$ cat config.mk
export PLATFORM = sky130hd
export DESIGN_NAME = blic_top
export DESIGN_NICKNAME = d
export VERILOG_FILES = /design/src/blic_sens.v /design/src/blic_sync.v /design/src/blic_top.v
export VERILOG_INCLUDE_DIRS = /design/src
export SDC_FILE = /design/constraint.sdc
export NUM_CORES = 1
export LEC_CHECK = 0
export BUFFER_PORTS_ARGS = -buffer_cell sky130_fd_sc_hd__buf_4
export CORE_ASPECT_RATIO = 0.5
export CORE_MARGIN = 1
export CORE_UTILIZATION = 48
export DETAILED_ROUTE_END_ITERATION = 8
export PLACE_DENSITY = 0.86
export REMOVE_ABC_BUFFERS = 1
export SETUP_SLACK_MARGIN = 0.15
export SYNTH_ARGS = -nofsm -noshare
export SYNTH_HDL_FRONTEND = slang
export SYNTH_HIERARCHICAL = 1
export SYNTH_SLANG_ARGS = --single-unit
$ cat constraint.sdc
create_clock -name clock_i -period 3.4 [get_ports clock_i]
set_input_delay 0.68 -clock clock_i [delete_from_list [all_inputs] [get_ports clock_i]]
set_output_delay 0.68 -clock clock_i [all_outputs]
set_load 0.005 [all_outputs]
$ cat src/blic_defs.vh
// constants for the line interface configuration block
`ifndef BLIC_DEFS_VH
`define BLIC_DEFS_VH

// ----------------------------------------------------------------
// register indices and bus widths
// ----------------------------------------------------------------
`define BLIC_IDX_RX_CFG 8'h12
`define BLIC_IDX_LOOP_PWR 8'h13
`define BLIC_ADDR_W 8
`define BLIC_DATA_W 32
`define BLIC_REG_W 8

// ----------------------------------------------------------------
// reset values and writable masks
// ----------------------------------------------------------------
`define BLIC_RST_RX_CFG 8'h00
`define BLIC_RST_LOOP_PWR 8'h06
`define BLIC_MASK_RX_CFG 8'h7F
`define BLIC_MASK_LOOP_PWR 8'hBF

// ----------------------------------------------------------------
// field positions, line_rx_config
// ----------------------------------------------------------------
`define BLIC_TERM_ON 6
`define BLIC_IMP_HI 5
`define BLIC_IMP_LO 4
`define BLIC_RATIO 3
`define BLIC_MON_EN 2
`define BLIC_SENS_HI 1
`define BLIC_SENS_LO 0

// ----------------------------------------------------------------
// field positions, line_loop_power_config
// ----------------------------------------------------------------
`define BLIC_ALARM 7
`define BLIC_LOCAL_LOOP 5
`define BLIC_ANALOG_LOOP 4
`define BLIC_REMOTE_LOOP 3
`define BLIC_TX_PD 2
`define BLIC_RX_PD 1
`define BLIC_TX_EN 0

// ----------------------------------------------------------------
// line modes and clock source code
// ----------------------------------------------------------------
`define BLIC_MODE_DS1 2'h0
`define BLIC_MODE_E1 2'h1
`define BLIC_MODE_2048 2'h2
`define BLIC_MODE_6312 2'h3
`define BLIC_CLKSRC_RX 4'hE

// ----------------------------------------------------------------
// sensitivity table, gain in dB, loss in half dB
// ----------------------------------------------------------------
`define BLIC_GAIN_W 6
`define BLIC_LOSS_W 8
`define BLIC_LOSS_12 8'h18
`define BLIC_LOSS_17P5 8'h23
`define BLIC_LOSS_18 8'h24
`define BLIC_LOSS_22P5 8'h2D
`define BLIC_LOSS_30 8'h3C
`define BLIC_LOSS_36 8'h48
`define BLIC_LOSS_43 8'h56
`define BLIC_LOSS_2048_OFS 8'h10
`define BLIC_GAIN_0 6'h00
`define BLIC_GAIN_14 6'h0E
`define BLIC_GAIN_20 6'h14
`define BLIC_GAIN_26 6'h1A
`define BLIC_GAIN_32 6'h20

`endif

$ cat src/blic_sens.v
// receiver sensitivity and monitor gain decode, registered
`timescale 1ns/1ps
`include "blic_defs.vh"
module blic_sens (
   // clock and reset
   input wire clock_i,
   input wire rstn_i,
   // settings
   input wire [1:0] line_mode_i,
   input wire monitor_i,
   input wire [1:0] sel_i,
   // decoded values
   output reg [`BLIC_GAIN_W-1:0] gain_db_o,
   output reg [`BLIC_LOSS_W-1:0] loss_hdb_o
);
   reg [`BLIC_GAIN_W-1:0] gain_d;
   reg [`BLIC_LOSS_W-1:0] loss_d;

   always @* begin
      gain_d = `BLIC_GAIN_0;
      loss_d = `BLIC_LOSS_12;
      case ({monitor_i, sel_i})
         3'h0: loss_d = `BLIC_LOSS_12;
         3'h1: loss_d = `BLIC_LOSS_18;
         3'h2: loss_d = `BLIC_LOSS_30;
         3'h3: begin
            if (line_mode_i == `BLIC_MODE_DS1)
               loss_d = `BLIC_LOSS_36;
            else
               loss_d = `BLIC_LOSS_43;
         end
         3'h4: begin
            gain_d = `BLIC_GAIN_14;
            loss_d = `BLIC_LOSS_30;
         end
         3'h5: begin
            gain_d = `BLIC_GAIN_20;
            loss_d = `BLIC_LOSS_22P5;
         end
         3'h6: begin
            gain_d = `BLIC_GAIN_26;
            loss_d = `BLIC_LOSS_17P5;
         end
         default: begin
            gain_d = `BLIC_GAIN_32;
            loss_d = `BLIC_LOSS_12;
         end
      endcase
      // 2048 kHz receiver is about 8 dB less sensitive
      if (line_mode_i == `BLIC_MODE_2048)
         loss_d = loss_d - `BLIC_LOSS_2048_OFS;
      if (line_mode_i == `BLIC_MODE_6312) begin
         gain_d = `BLIC_GAIN_0;
         loss_d = {`BLIC_LOSS_W{1'b0}};
      end
   end

   always @(posedge clock_i or negedge rstn_i) begin
      if (!rstn_i) begin
         gain_db_o <= {`BLIC_GAIN_W{1'b0}};
         loss_hdb_o <= {`BLIC_LOSS_W{1'b0}};
      end else begin
         gain_db_o <= gain_d;
         loss_hdb_o <= loss_d;
      end
   end
endmodule

$ cat src/blic_sync.v
// two flip-flop synchroniser for pin inputs
`timescale 1ns/1ps
module blic_sync #(
   parameter W = 1
) (
   // clock and reset
   input wire clock_i,
   input wire rstn_i,
   // data
   input wire [W-1:0] d_i,
   output reg [W-1:0] q_o
);
   reg [W-1:0] meta_q;

   always @(posedge clock_i or negedge rstn_i) begin
      if (!rstn_i) begin
         meta_q <= {W{1'b0}};
         q_o <= {W{1'b0}};
      end else begin
         meta_q <= d_i;
         q_o <= meta_q;
      end
   end
endmodule

$ cat src/blic_top.v
// line interface configuration registers and line path steering
`timescale 1ns/1ps
`include "blic_defs.vh"
// Operation
// - termination bit off leaves receive pins high impedance; on terminates
// - impedance field codes 75, 100, 110, 120 ohms; always programmed
// - ratio bit selects 1:1 or 2:1 receive transformer
// - monitor enable works except in 6312 kHz mode
// - sensitivity field ignored in 6312 kHz mode
// - monitor off: codes allow 12, 18, 30, 36/43 dB loss
// - monitor on: gain 14..32 dB, loss 30, 22.5, 17.5, 12 dB
// - 2048 kHz allowed loss is about 8 dB below E1
// - alarm bit sends unframed all ones in DS1 or E1 only
// - local loop feeds formatter to framer, line still transmits
// - analog loop feeds transmitter output into line receiver
// - remote loop drives transmitter from receiver output
// - clock source code 1110 sends recovered clock to transmit clock
// - transmit power-down resets to 1 and floats transmit pins
// - receive power-down resets to 1 until software clears it
// - driver enable resets to 0; active needs high-z pins low
module blic_top (
   // clock and reset
   input wire clock_i,
   input wire rstn_i,
   // apb slave
   input wire psel_i,
   input wire penable_i,
   input wire pwrite_i,
   input wire [`BLIC_ADDR_W-1:0] paddr_i,
   input wire [`BLIC_DATA_W-1:0] pwdata_i,
   output reg [`BLIC_DATA_W-1:0] prdata_o,
   output reg pready_o,
   output reg pslverr_o,
   // mode and clock selection from neighbouring logic
   input wire [1:0] line_mode_i,
   input wire [3:0] tx_clock_source_select_i,
   input wire tx_clock_sel_i,
   input wire rx_rec_clock_i,
   // transmit formatter side
   input wire tx_fmt_pos_i,
   input wire tx_fmt_neg_i,
   // line pins
   input wire rx_line_pos_i,
   input wire rx_line_neg_i,
   input wire tx_hiz_pin_a_i,
   input wire tx_hiz_pin_b_i,
   output reg tx_line_pos_o,
   output reg tx_line_neg_o,
   output reg tx_line_pos_oe_o,
   output reg tx_line_neg_oe_o,
   output reg tx_line_clock_o,
   // receive framer side
   output reg rx_framer_pos_o,
   output reg rx_framer_neg_o,
   // analog front end controls
   output reg rx_term_enable_o,
   output reg [1:0] rx_cable_impedance_o,
   output reg rx_transformer_ratio_o,
   output reg rx_monitor_active_o,
   output reg [1:0] rx_sensitivity_select_o,
   output reg [`BLIC_GAIN_W-1:0] rx_monitor_gain_db_o,
   output reg [`BLIC_LOSS_W-1:0] rx_max_loss_hdb_o,
   output reg tx_powered_o,
   output reg rx_powered_o
);
   // ----------------------------------------------------------------
   // functions
   // ----------------------------------------------------------------
   function [`BLIC_ADDR_W-1:0] byte_addr;
      input [`BLIC_ADDR_W-1:0] idx;
      begin
         byte_addr = {idx[`BLIC_ADDR_W-3:0], 2'h0};
      end
   endfunction

   // monitor and sensitivity only act outside 6312 kHz
   function not_6312;
      input [1:0] mode;
      begin
         not_6312 = (mode != `BLIC_MODE_6312);
      end
   endfunction

   // all-ones alarm exists only in the framed modes
   function alarm_mode;
      input [1:0] mode;
      begin
         alarm_mode = (mode == `BLIC_MODE_DS1) | (mode == `BLIC_MODE_E1);
      end
   endfunction

   // ----------------------------------------------------------------
   // reset release
   // ----------------------------------------------------------------
   reg rst_meta_q;
   reg rst_q;
   wire rstn;

   always @(posedge clock_i or negedge rstn_i) begin
      if (!rstn_i) begin
         rst_meta_q <= 1'b0;
         rst_q <= 1'b0;
      end else begin
         rst_meta_q <= 1'b1;
         rst_q <= rst_meta_q;
      end
   end

   assign rstn = rst_q;

   // ----------------------------------------------------------------
   // pin synchronisers
   // ----------------------------------------------------------------
   wire [3:0] pins_s;

   blic_sync #(
      .W(4)
   ) u_pin_sync (
      .clock_i(clock_i),
      .rstn_i(rstn),
      .d_i({rx_line_pos_i, rx_line_neg_i, tx_hiz_pin_a_i, tx_hiz_pin_b_i}),
      .q_o(pins_s)
   );

   wire rx_pos_s = pins_s[3];
   wire rx_neg_s = pins_s[2];
   wire hiz_a_s = pins_s[1];
   wire hiz_b_s = pins_s[0];

   // ----------------------------------------------------------------
   // apb slave, no wait states
   // ----------------------------------------------------------------
   reg [`BLIC_REG_W-1:0] rx_cfg_q;
   reg [`BLIC_REG_W-1:0] loop_pwr_q;
   wire hit_rx = (paddr_i == byte_addr(`BLIC_IDX_RX_CFG));
   wire hit_lp = (paddr_i == byte_addr(`BLIC_IDX_LOOP_PWR));
   wire setup = psel_i & ~penable_i & ~pready_o;
   wire wr_done = psel_i & penable_i & pready_o & pwrite_i;
   reg [`BLIC_DATA_W-1:0] rdata_d;

   always @* begin
      rdata_d = {`BLIC_DATA_W{1'b0}};
      if (hit_rx)
         rdata_d = {24'h000000, rx_cfg_q};
      else if (hit_lp)
         rdata_d = {24'h000000, loop_pwr_q};
   end

   always @(posedge clock_i or negedge rstn) begin
      if (!rstn) begin
         pready_o <= 1'b0;
         pslverr_o <= 1'b0;
         prdata_o <= {`BLIC_DATA_W{1'b0}};
      end else begin
         pready_o <= setup;
         if (setup) begin
            pslverr_o <= ~(hit_rx | hit_lp);
            prdata_o <= pwrite_i ? {`BLIC_DATA_W{1'b0}} : rdata_d;
         end else if (pready_o) begin
            pslverr_o <= 1'b0;
            prdata_o <= {`BLIC_DATA_W{1'b0}};
         end
      end
   end

   // ----------------------------------------------------------------
   // configuration registers
   // ----------------------------------------------------------------
   always @(posedge clock_i or negedge rstn) begin
      if (!rstn) begin
         rx_cfg_q <= `BLIC_RST_RX_CFG;
         loop_pwr_q <= `BLIC_RST_LOOP_PWR;
      end else if (wr_done) begin
         if (hit_rx)
            rx_cfg_q <= pwdata_i[`BLIC_REG_W-1:0] & `BLIC_MASK_RX_CFG;
         if (hit_lp)
            loop_pwr_q <= pwdata_i[`BLIC_REG_W-1:0] & `BLIC_MASK_LOOP_PWR;
      end
   end

   wire mode_ok = not_6312(line_mode_i);
   wire mon_eff = rx_cfg_q[`BLIC_MON_EN] & mode_ok;
   wire alarm_eff = loop_pwr_q[`BLIC_ALARM] & alarm_mode(line_mode_i);
   wire local_loop_enable = loop_pwr_q[`BLIC_LOCAL_LOOP];
   wire analog_loop_enable = loop_pwr_q[`BLIC_ANALOG_LOOP];
   wire remote_loop_enable = loop_pwr_q[`BLIC_REMOTE_LOOP];
   wire tx_pd = loop_pwr_q[`BLIC_TX_PD];
   wire rx_pd = loop_pwr_q[`BLIC_RX_PD];

   // ----------------------------------------------------------------
   // sensitivity decode
   // ----------------------------------------------------------------
   wire [`BLIC_GAIN_W-1:0] gain_w;
   wire [`BLIC_LOSS_W-1:0] loss_w;

   blic_sens u_sens (
      .clock_i(clock_i),
      .rstn_i(rstn),
      .line_mode_i(line_mode_i),
      .monitor_i(mon_eff),
      .sel_i(rx_cfg_q[`BLIC_SENS_HI:`BLIC_SENS_LO]),
      .gain_db_o(gain_w),
      .loss_hdb_o(loss_w)
   );

   // ----------------------------------------------------------------
   // line data paths
   // ----------------------------------------------------------------
   reg ais_phase_q;
   reg rcv_pos_q;
   reg rcv_neg_q;
   // registered stages keep analog and remote loops from closing
   // a combinational ring when both are set
   wire rin_pos = analog_loop_enable ? tx_line_pos_o : rx_pos_s;
   wire rin_neg = analog_loop_enable ? tx_line_neg_o : rx_neg_s;
   wire src_pos = alarm_eff ? ais_phase_q : tx_fmt_pos_i;
   wire src_neg = alarm_eff ? ~ais_phase_q : tx_fmt_neg_i;

   // ----------------------------------------------------------------
   // alarm pattern
   // ----------------------------------------------------------------
   always @(posedge clock_i or negedge rstn) begin
      if (!rstn) begin
         ais_phase_q <= 1'b0;
      end else begin
         // alternating marks give all ones on a bipolar line
         ais_phase_q <= ~ais_phase_q;
      end
   end

   // ----------------------------------------------------------------
   // receive stage
   // ----------------------------------------------------------------
   // power-down gates the line receiver only, not the local loop
   always @(posedge clock_i or negedge rstn) begin
      if (!rstn) begin
         rcv_pos_q <= 1'b0;
         rcv_neg_q <= 1'b0;
      end else begin
         rcv_pos_q <= rin_pos & ~rx_pd;
         rcv_neg_q <= rin_neg & ~rx_pd;
      end
   end

   // ----------------------------------------------------------------
   // transmit line
   // ----------------------------------------------------------------
   // remote loop wins over the alarm pattern
   always @(posedge clock_i or negedge rstn) begin
      if (!rstn) begin
         tx_line_pos_o <= 1'b0;
         tx_line_neg_o <= 1'b0;
      end else begin
         tx_line_pos_o <= remote_loop_enable ? rcv_pos_q : src_pos;
         tx_line_neg_o <= remote_loop_enable ? rcv_neg_q : src_neg;
      end
   end

   // ----------------------------------------------------------------
   // framer input
   // ----------------------------------------------------------------
   always @(posedge clock_i or negedge rstn) begin
      if (!rstn) begin
         rx_framer_pos_o <= 1'b0;
         rx_framer_neg_o <= 1'b0;
      end else begin
         rx_framer_pos_o <= local_loop_enable ? src_pos : rcv_pos_q;
         rx_framer_neg_o <= local_loop_enable ? src_neg : rcv_neg_q;
      end
   end

   // ----------------------------------------------------------------
   // transmit clock
   // ----------------------------------------------------------------
   // resampled, so the selected clock lags its source by one cycle
   always @(posedge clock_i or negedge rstn) begin
      if (!rstn) begin
         tx_line_clock_o <= 1'b0;
      end else if (tx_clock_source_select_i == `BLIC_CLKSRC_RX) begin
         tx_line_clock_o <= rx_rec_clock_i;
      end else begin
         tx_line_clock_o <= tx_clock_sel_i;
      end
   end

   // ----------------------------------------------------------------
   // driver enables
   // ----------------------------------------------------------------
   // both high-z pins must be low before the driver turns on
   wire drive = loop_pwr_q[`BLIC_TX_EN] & ~tx_pd & ~hiz_a_s & ~hiz_b_s;

   always @(posedge clock_i or negedge rstn) begin
      if (!rstn) begin
         tx_line_pos_oe_o <= 1'b0;
         tx_line_neg_oe_o <= 1'b0;
      end else begin
         tx_line_pos_oe_o <= drive;
         tx_line_neg_oe_o <= drive;
      end
   end

   // ----------------------------------------------------------------
   // receive front end controls
   // ----------------------------------------------------------------
   always @(posedge clock_i or negedge rstn) begin
      if (!rstn) begin
         rx_term_enable_o <= 1'b0;
         rx_cable_impedance_o <= 2'h0;
         rx_transformer_ratio_o <= 1'b0;
         rx_monitor_active_o <= 1'b0;
         rx_sensitivity_select_o <= 2'h0;
         rx_monitor_gain_db_o <= {`BLIC_GAIN_W{1'b0}};
         rx_max_loss_hdb_o <= {`BLIC_LOSS_W{1'b0}};
      end else begin
         rx_term_enable_o <= rx_cfg_q[`BLIC_TERM_ON];
         rx_cable_impedance_o <= rx_cfg_q[`BLIC_IMP_HI:`BLIC_IMP_LO];
         rx_transformer_ratio_o <= rx_cfg_q[`BLIC_RATIO];
         rx_monitor_active_o <= mon_eff;
         if (mode_ok)
            rx_sensitivity_select_o <=
               rx_cfg_q[`BLIC_SENS_HI:`BLIC_SENS_LO];
         else
            rx_sensitivity_select_o <= 2'h0;
         rx_monitor_gain_db_o <= gain_w;
         rx_max_loss_hdb_o <= loss_w;
      end
   end

   // ----------------------------------------------------------------
   // power status
   // ----------------------------------------------------------------
   always @(posedge clock_i or negedge rstn) begin
      if (!rstn) begin
         tx_powered_o <= 1'b0;
         rx_powered_o <= 1'b0;
      end else begin
         tx_powered_o <= ~tx_pd;
         rx_powered_o <= ~rx_pd;
      end
   end
endmodule

# --- Word level (Yosys, flattened, before mapping) ---
# Index checks and enable logic that the tools add are counted.
totals:
  input_bits: 59
  register_bits: 104
  out_inout_bits: 64
classes:
  muxes: 23
  n_eq_ne: 13
  reduce_logical: 7
  bitwise: 22
  n_addsub: 1
op_table:
  columns: ["operator", "count"]
  rows:
  - ["$mux W32", 4]
  - ["$pmux W8 S5", 1]
  - ["$mux W8", 3]
  - ["$pmux W6 S4", 1]
  - ["$eq A8 B7 Y1 const B", 2]
  - ["$and A1 B1 Y1", 12]
  - ["$mux W1", 11]
  - ["$eq A3 B3 Y1 const B", 3]
  - ["$not A1 Y1", 8]
  - ["$sub A8 B5 Y8 const B", 1]
  - ["$eq A3 B2 Y1 const B", 2]
  - ["$mux W6", 1]
  - ["$mux W5", 1]
  - ["$eq A2 B2 Y1 const B", 2]
  - ["$eq A4 B4 Y1 const B", 1]
  - ["$reduce_and A2 Y1", 2]
  - ["$reduce_or A4 Y1", 1]
  - ["$eq A3 B1 Y1 const B", 1]
  - ["$logic_not A3 Y1", 1]
  - ["$eq A2 B1 Y1 const B", 1]
  - ["$logic_not A2 Y1", 1]
  - ["$mux W2", 1]
  - ["$ne A2 B2 Y1 const B", 1]
  - ["$or A1 B1 Y1", 2]
  - ["2 further kinds", 2]

# --- Depth between registers and ports, before layout ---
# Gate-level depths: netlist (run 1).
logic_depth:
  ltp_word: 8
  ltp_mapped: 6

# --- By module ---
# Netlist (run 1), hierarchy kept.
modules_own_cells:
  columns: ["mod", "cells_per_inst", "seq_area_each_um2", "instances", "area_per_inst_um2"]
  rows:
  - ["blic_top", 151, 1453.9, 1, 2227.1]
  - ["blic_sens", 56, 300.3, 1, 568.0]
  - ["blic_sync", 8, 200.2, 1, 200.2]

# --- Worst setup path after synthesis (run 1) ---
# OpenSTA, ideal clock, no wires.
synth_path:
  path_type: "input to register"
  start: "in paddr_i[5]"
  end: "reg rx_cfg_q[0]"
  stages: 4
  path_buffers: 1
  arrival_ps: 1681
  required_time_ps: 3275
  path_slack_ps: 1595
  cell_sequence: "nor4b_4 > and4b_1 > buf_4 > mux2_2"
synth_via:
  elab_chain_cells: 2
synth_lines:
  columns: ["item", "line_no", "source"]
  rows:
  - ["from (decl)", "blic_top.v:29", "input wire [`BLIC_ADDR_W-1:0] paddr_i,"]
  - ["$eq A8 B7 Y1", "blic_top.v:135", "wire hit_rx = (paddr_i == byte_addr(`BLIC_IDX_RX_CFG));"]
  - ["$reduce_and A2 Y1 (no line)", null, null]
  - ["to (signal assigned)", "blic_top.v:171", "rx_cfg_q <= `BLIC_RST_RX_CFG;"]
  - ["to (signal assigned)", "blic_top.v:175", "rx_cfg_q <= pwdata_i[`BLIC_REG_W-1:0] & `BLIC_MASK_RX_CFG;"]
  - ["to (decl)", "blic_top.v:133", "reg [`BLIC_REG_W-1:0] rx_cfg_q;"]
# No other way between the ends.
# A chain may end at the register's enable or synchronous reset.

# --- Worst setup path in the final report (run 1) ---
layout_path:
  start: "in paddr_i[5]"
  end: "reg rx_cfg_q[6]"
# Same word-level chain as after synthesis.

==> results of run 1 <==
registers in the layout, summed over array words and instances (netlist names), 2 cells and up:
name                     flops
rx_cable_impedance_o         2
u_sens/gain_db_o             4
u_pin_sync/q_o               4
loop_pwr_q                   7
prdata_o                     8
rx_monitor_gain_db_o         6
rx_sensitivity_select_o      2
rx_max_loss_hdb_o            8
u_sens/loss_hdb_o            8
u_pin_sync/meta_q            4
rx_cfg_q                     7
layout by cell type (no fill, tap or decap), types with 2 or more instances in the layout:
cell / n
dfrtp_1: 75
buf_4: 74
conb_1: 27
mux2_2: 18
mux2i_1: 10
clkbuf_16: 9
nand2_1: 8
nor2_1: 8
o2bb2ai_1: 8
nor3b_1: 6
inv_1: 6
a21oi_1: 5
o21ai_0: 4
and2_1: 3
nand2b_1: 2
nand4b_1: 2
bufinv_16: 2
clkbuf_1: 2
dfstp_2: 2
nor2b_1: 2
power breakdown:
group / internal, mW / total (mW) / switching [mW]
clock: 0.637 / 0.992 / 0.355
combinational: 0.0477 / 0.0848 / 0.0371
sequential: 0.947 / 0.971 / 0.0235
final cells by class:
| class | instances | area [µm²] |
|---|---|---|
| well taps | 84 | 105 |
| clock buffers | 11 | 233 |
| clock inverters | 4 | 72.6 |
| repair buffers | 74 | 556 |
| fillers | 408 | 1960 |
| flip-flops and latches | 78 | 1960 |
| multi-input cells | 121 | 851 |
| inverters | 6 | 22.5 |
cells by family after synthesis:
family                 Yosys count  synth area share (%)
AND/OR/NAND/NOR                 42                  9.27
other                            3                 0.376
flip-flops                      78                  65.2
XOR/XNOR                         1                 0.292
buffers and inverters           40                  9.36
multiplexers                    28                  10.1
AO/OA/AOI/OAI                   23                  5.35
per-stage QoR:
step / cell area (µm²) / std cells
detailed placement: 3490 / 363
global route: 3800 / 378
global placement: 3490 / 363
finish: 3800 / 378
floorplan: 2830 / 205
CTS: 3800 / 378
per-layer routing:
metal	up-vias	GRT usage, %	share of wire, %
li1	825	-	-
met1	904	21.9	40
met2	69	29.7	51
met3	12	6.17	5.7
met4	0	10.3	2.7
met5	-	0	0
path summary, 6_finish.rpt:
path | from | to | slack, ps | cells past startpoint
worst max-delay path | paddr_i[5] | rx_cfg_q[6]$_DFFE_PN0P_ | 1500 | 4
worst min-delay path | rstn_i | rst_q$_DFF_PN0_ | 120 | 1
worst max register to register | pready_o$_DFF_PN0_ | prdata_o[7]$_DFFE_PN0P_ | 1760 | 3
worst min register to register | u_sens/loss_hdb_o[7]$_DFF_PN0_ | rx_max_loss_hdb_o[7]$_DFF_PN0_ | 350 | 0
max in group asynchronous | rst_q$_DFF_PN0_ | rx_max_loss_hdb_o[5]$_DFF_PN0_ | 2330 | 0
min in group clock_i | u_sens/loss_hdb_o[7]$_DFF_PN0_ | rx_max_loss_hdb_o[7]$_DFF_PN0_ | 350 | 0
==> qor.csv, run 1 <==
metric,value,unit
skew,9.29,ps
cts_post_setup_buffers_inserted,0,
layout.nets,349,
track_usage,18.3,%
slowest_stage,and4b_1,
peakVddDrop,368,µV
setup_viol,0,
synth-edff-count,0,
grt_pass1_wl,8670,µm
dieArea,6580,µm²
areaGrowthSynthToFinish,26.8,%
cp_top_family,simple AND/OR/NAND/NOR gates,
crit_type,input port to flop,
end_kind,flop,
antenna_found_initial,0,
synth.most_common_cell,dfrtp_1,
diodes,0,
syn_area,3000,µm²
yosysTopAreaCellShare,63.5,%
avgSynthCellArea,13.9,µm²
routed_via_density,4.79,
clock_sinks,78,
cp.required,3610,ps
first_pass_iters,4,
io_pins,123,
ys_seq_area_share,65.2,%
clk_latency,340,ps
wl_per_cell,14.6,µm
grt_pass1_vias,1714,
core_area,5750,µm²
grt_max_degree,77,
hold_slack,117,ps
synthTopCellsByArea,"dfrtp_1 (63%), buf_4 (7.5%), mux2_2 (6.8%)",
clockBufferDepth,2,
maxCapViolCount,0,
initial_utilization,52.1,%
place.gp.congestion,0.835,
status,"finished, final reports clean",
hpwl,3580,µm
drtIter0Drc,96,
gr-total-overflow,0,
synth-seq-cells,78,
synthFlopType,dfrtp_1,
fmaxAchievable,0.527,GHz
synth_commonest_cells,"dfrtp_1 (76), buf_4 (30), mux2_2 (18), mux2i_1 (10)",
max-slew-margin-rel,39.0,%
max_stage_delay,530,ps
cp_max_fo,7,
port-buffer-count,74,
maxSlewViolCount,0,
ant_nets,0,
place_ws,1190,ps
wl,5500,µm
finalSetupTns,0,ps
cts-root-buf,clkbuf_16,
worst_slew_pin_slew,915,ps
hp-class,input port to async pin,
fin_ws,1500,ps
period_minus_slack,1900,ps
die_height,57.9,µm
synth_top_area_cell,dfrtp_1,
final_util,66.0,%
cts_resized,0,
rows,19,
drive_above_1_share,38.4,%
die_width,114,µm
fin_crit_sh,55.8,%
async_flop_share,100,%
cts_made_buffers,9,
drc,0,
cts_tree,done,
synth_cell_types,37,
path_clk_slew,60,ps
synth_warnings,6,
rsz0062_at_grt,no,
htree_levels,3,
arrival,2110,ps
leakage,1.90,nW
worst-path-buf-inv,1,
p_per_area,539,nW/µm²
synthCells,215,
start_kind,input port,
cts_hold_buf,0,
power,2.05,mW
path_cells,"buf_4, nor4b_4, and4b_1, mux2_2",
via_count,1810,
final_hold_viol_count,0,
(Power assumes the default switching activity.)
==> run 2, diff against run 1 <==
- clock period: 3.4 -> 1.8 ns (I/O delays scaled with it)
==> qor.csv, run 2 (synthesized netlist as in run 1, its figures left out) <==
metric,value,unit
wl,5590,µm
via_count,1874,
layout.nets,357,
drc,0,
reg_top3,"prdata_o x8, rx_max_loss_hdb_o x8, u_sens/loss_hdb_o x8",
place.gp.congestion,0.827,
track_usage,18.6,%
cts_made_buffers,9,
drive_above_1_share,39.6,%
clock_sinks,78,
p_per_area,972,nW/µm²
final_cell_mix,"buf_4 (80), dfrtp_1 (75), conb_1 (27)",
fmaxAchievable,0.642,GHz
core_area,5750,µm²
drtIter0Drc,109,
rows,19,
peakVddDrop,524,µV
io_pins,123,
hpwl,3730,µm
dieArea,6580,µm²
port-buffer-count,74,
grt_pass1_wl,8950,µm
maxSlewViolCount,0,
clk_latency,320,ps
dp.cells,368,
start_kind,flop,
period_minus_slack,1560,ps
leakage,1.94,nW
first_pass_iters,5,
routed_via_density,4.84,
multiInputGateArea,851,µm²
cp-startpoint,pready_o$_DFF_PN0_,
power,3.76,mW
die_width,114,µm
skew,5.74,ps
diodes,0,
maxCapViolCount,0,
ant_nets,0,
stdcell_area,3860,µm²
cp.required,2010,ps
cts-root-buf,clkbuf_16,
final_hold_viol_count,0,
rsz0062_at_grt,no,
fin_crit_sh,86.5,%
grt_max_degree,46,
wl_per_cell,14.4,µm
arrival,1770,ps
gr-total-overflow,0,
placed_area,3540,µm²
die_height,57.9,µm
fin_ws,243,ps
hp-class,input port to flop,
rr_startpoint,pready_o$_DFF_PN0_,
htree_levels,3,
crit_type,flop to flop,
setup_viol,0,
instances_no_fill,387,
final-seq-area,1960,µm²
cp_max_fo,5,
hp-start,tx_hiz_pin_b_i,
final_util,67.1,%
areaGrowthSynthToFinish,28.9,%
num-fill-cells,395,
grt_pass1_vias,1816,
status,"finished, final reports clean",
antenna_found_initial,0,
layout_commonest_cell,buf_4,
initial_utilization,52.1,%
clockBufferDepth,2,
cts_tree,done,
end_kind,flop,
place_ws,22.8,ps
path_clk_slew,60,ps
==> run 2: metrics by stage <==
| step | hold WS (ps) | setup TNS, ps |
|---|---|---|
| CTS | 130 | 0 |
| detailed placement | 146 | 0 |
| finish | 139 | 0 |
| global route | 129 | 0 |
| floorplan | 64.4 | -39220 |
| global placement | 143 | 0 |
==> run 2: worst paths after layout <==
kind / end / slack (ps) / depth (start not counted)
worst max register to register: rx_cfg_q[2]$_DFFE_PN0P_ / 240 / 4
worst min register to register: tx_line_clock_o$_DFF_PN0_ / 270 / 0
worst min-delay path: u_pin_sync/meta_q[0]$_DFF_PN0_ / 140 / 1
min in group asynchronous: tx_line_clock_o$_DFF_PN0_ / 270 / 0
max in group asynchronous: loop_pwr_q[2]$_DFFE_PN1P_ / 920 / 1
worst max-delay path: rx_cfg_q[2]$_DFFE_PN0P_ / 240 / 4
==> run 2: layout make-up <==
type | count | share of cell area [%]
Clock buffer | 13 | 6.48
Clock inverter | 3 | 1.13
Timing Repair Buffer | 82 | 16.3
Tap cell | 84 | 2.72
Inverter | 6 | 0.583
Multi-Input combinational cell | 121 | 22.0
Sequential cell | 78 | 50.7
==> run 2: what timing repair did <==
| action | in CTS | in global routing |
|---|---|---|
| buffers inserted | 2 | 0 |
| hold endpoints to repair | 2 | 0 |
| setup endpoints to repair | 2 | 0 |
| hold buffers | 1 | 0 |
| resized for setup | 0 | 0 |
==> run 2: per-layer routing <==
metal	part of all wire (%)	vias up	global-route usage (%)	routed length, µm
li1	-	839	-	-
met1	40	939	21.2	2230
met2	52	89	32.9	2930
met3	6.8	7	6.17	380
met4	0.88	0	7.89	49
met5	0	-	0	0
==> run 2: worst max-delay path, stage by stage (launching register included) <==
cell and delay (ps):
dfrtp_1 410, and4_1 260, and4b_1 260, buf_4 170, mux2_2 340
==> run 2: power by group <==
group	leakage (nW)	switching [mW]	internal [mW]	total, mW
Combinational	0.783	0.0888	0.0983	0.187
Sequential	1.01	0.0276	1.79	1.82
Clock	0.144	0.639	1.11	1.75
Total	1.94	0.755	3.00	3.76
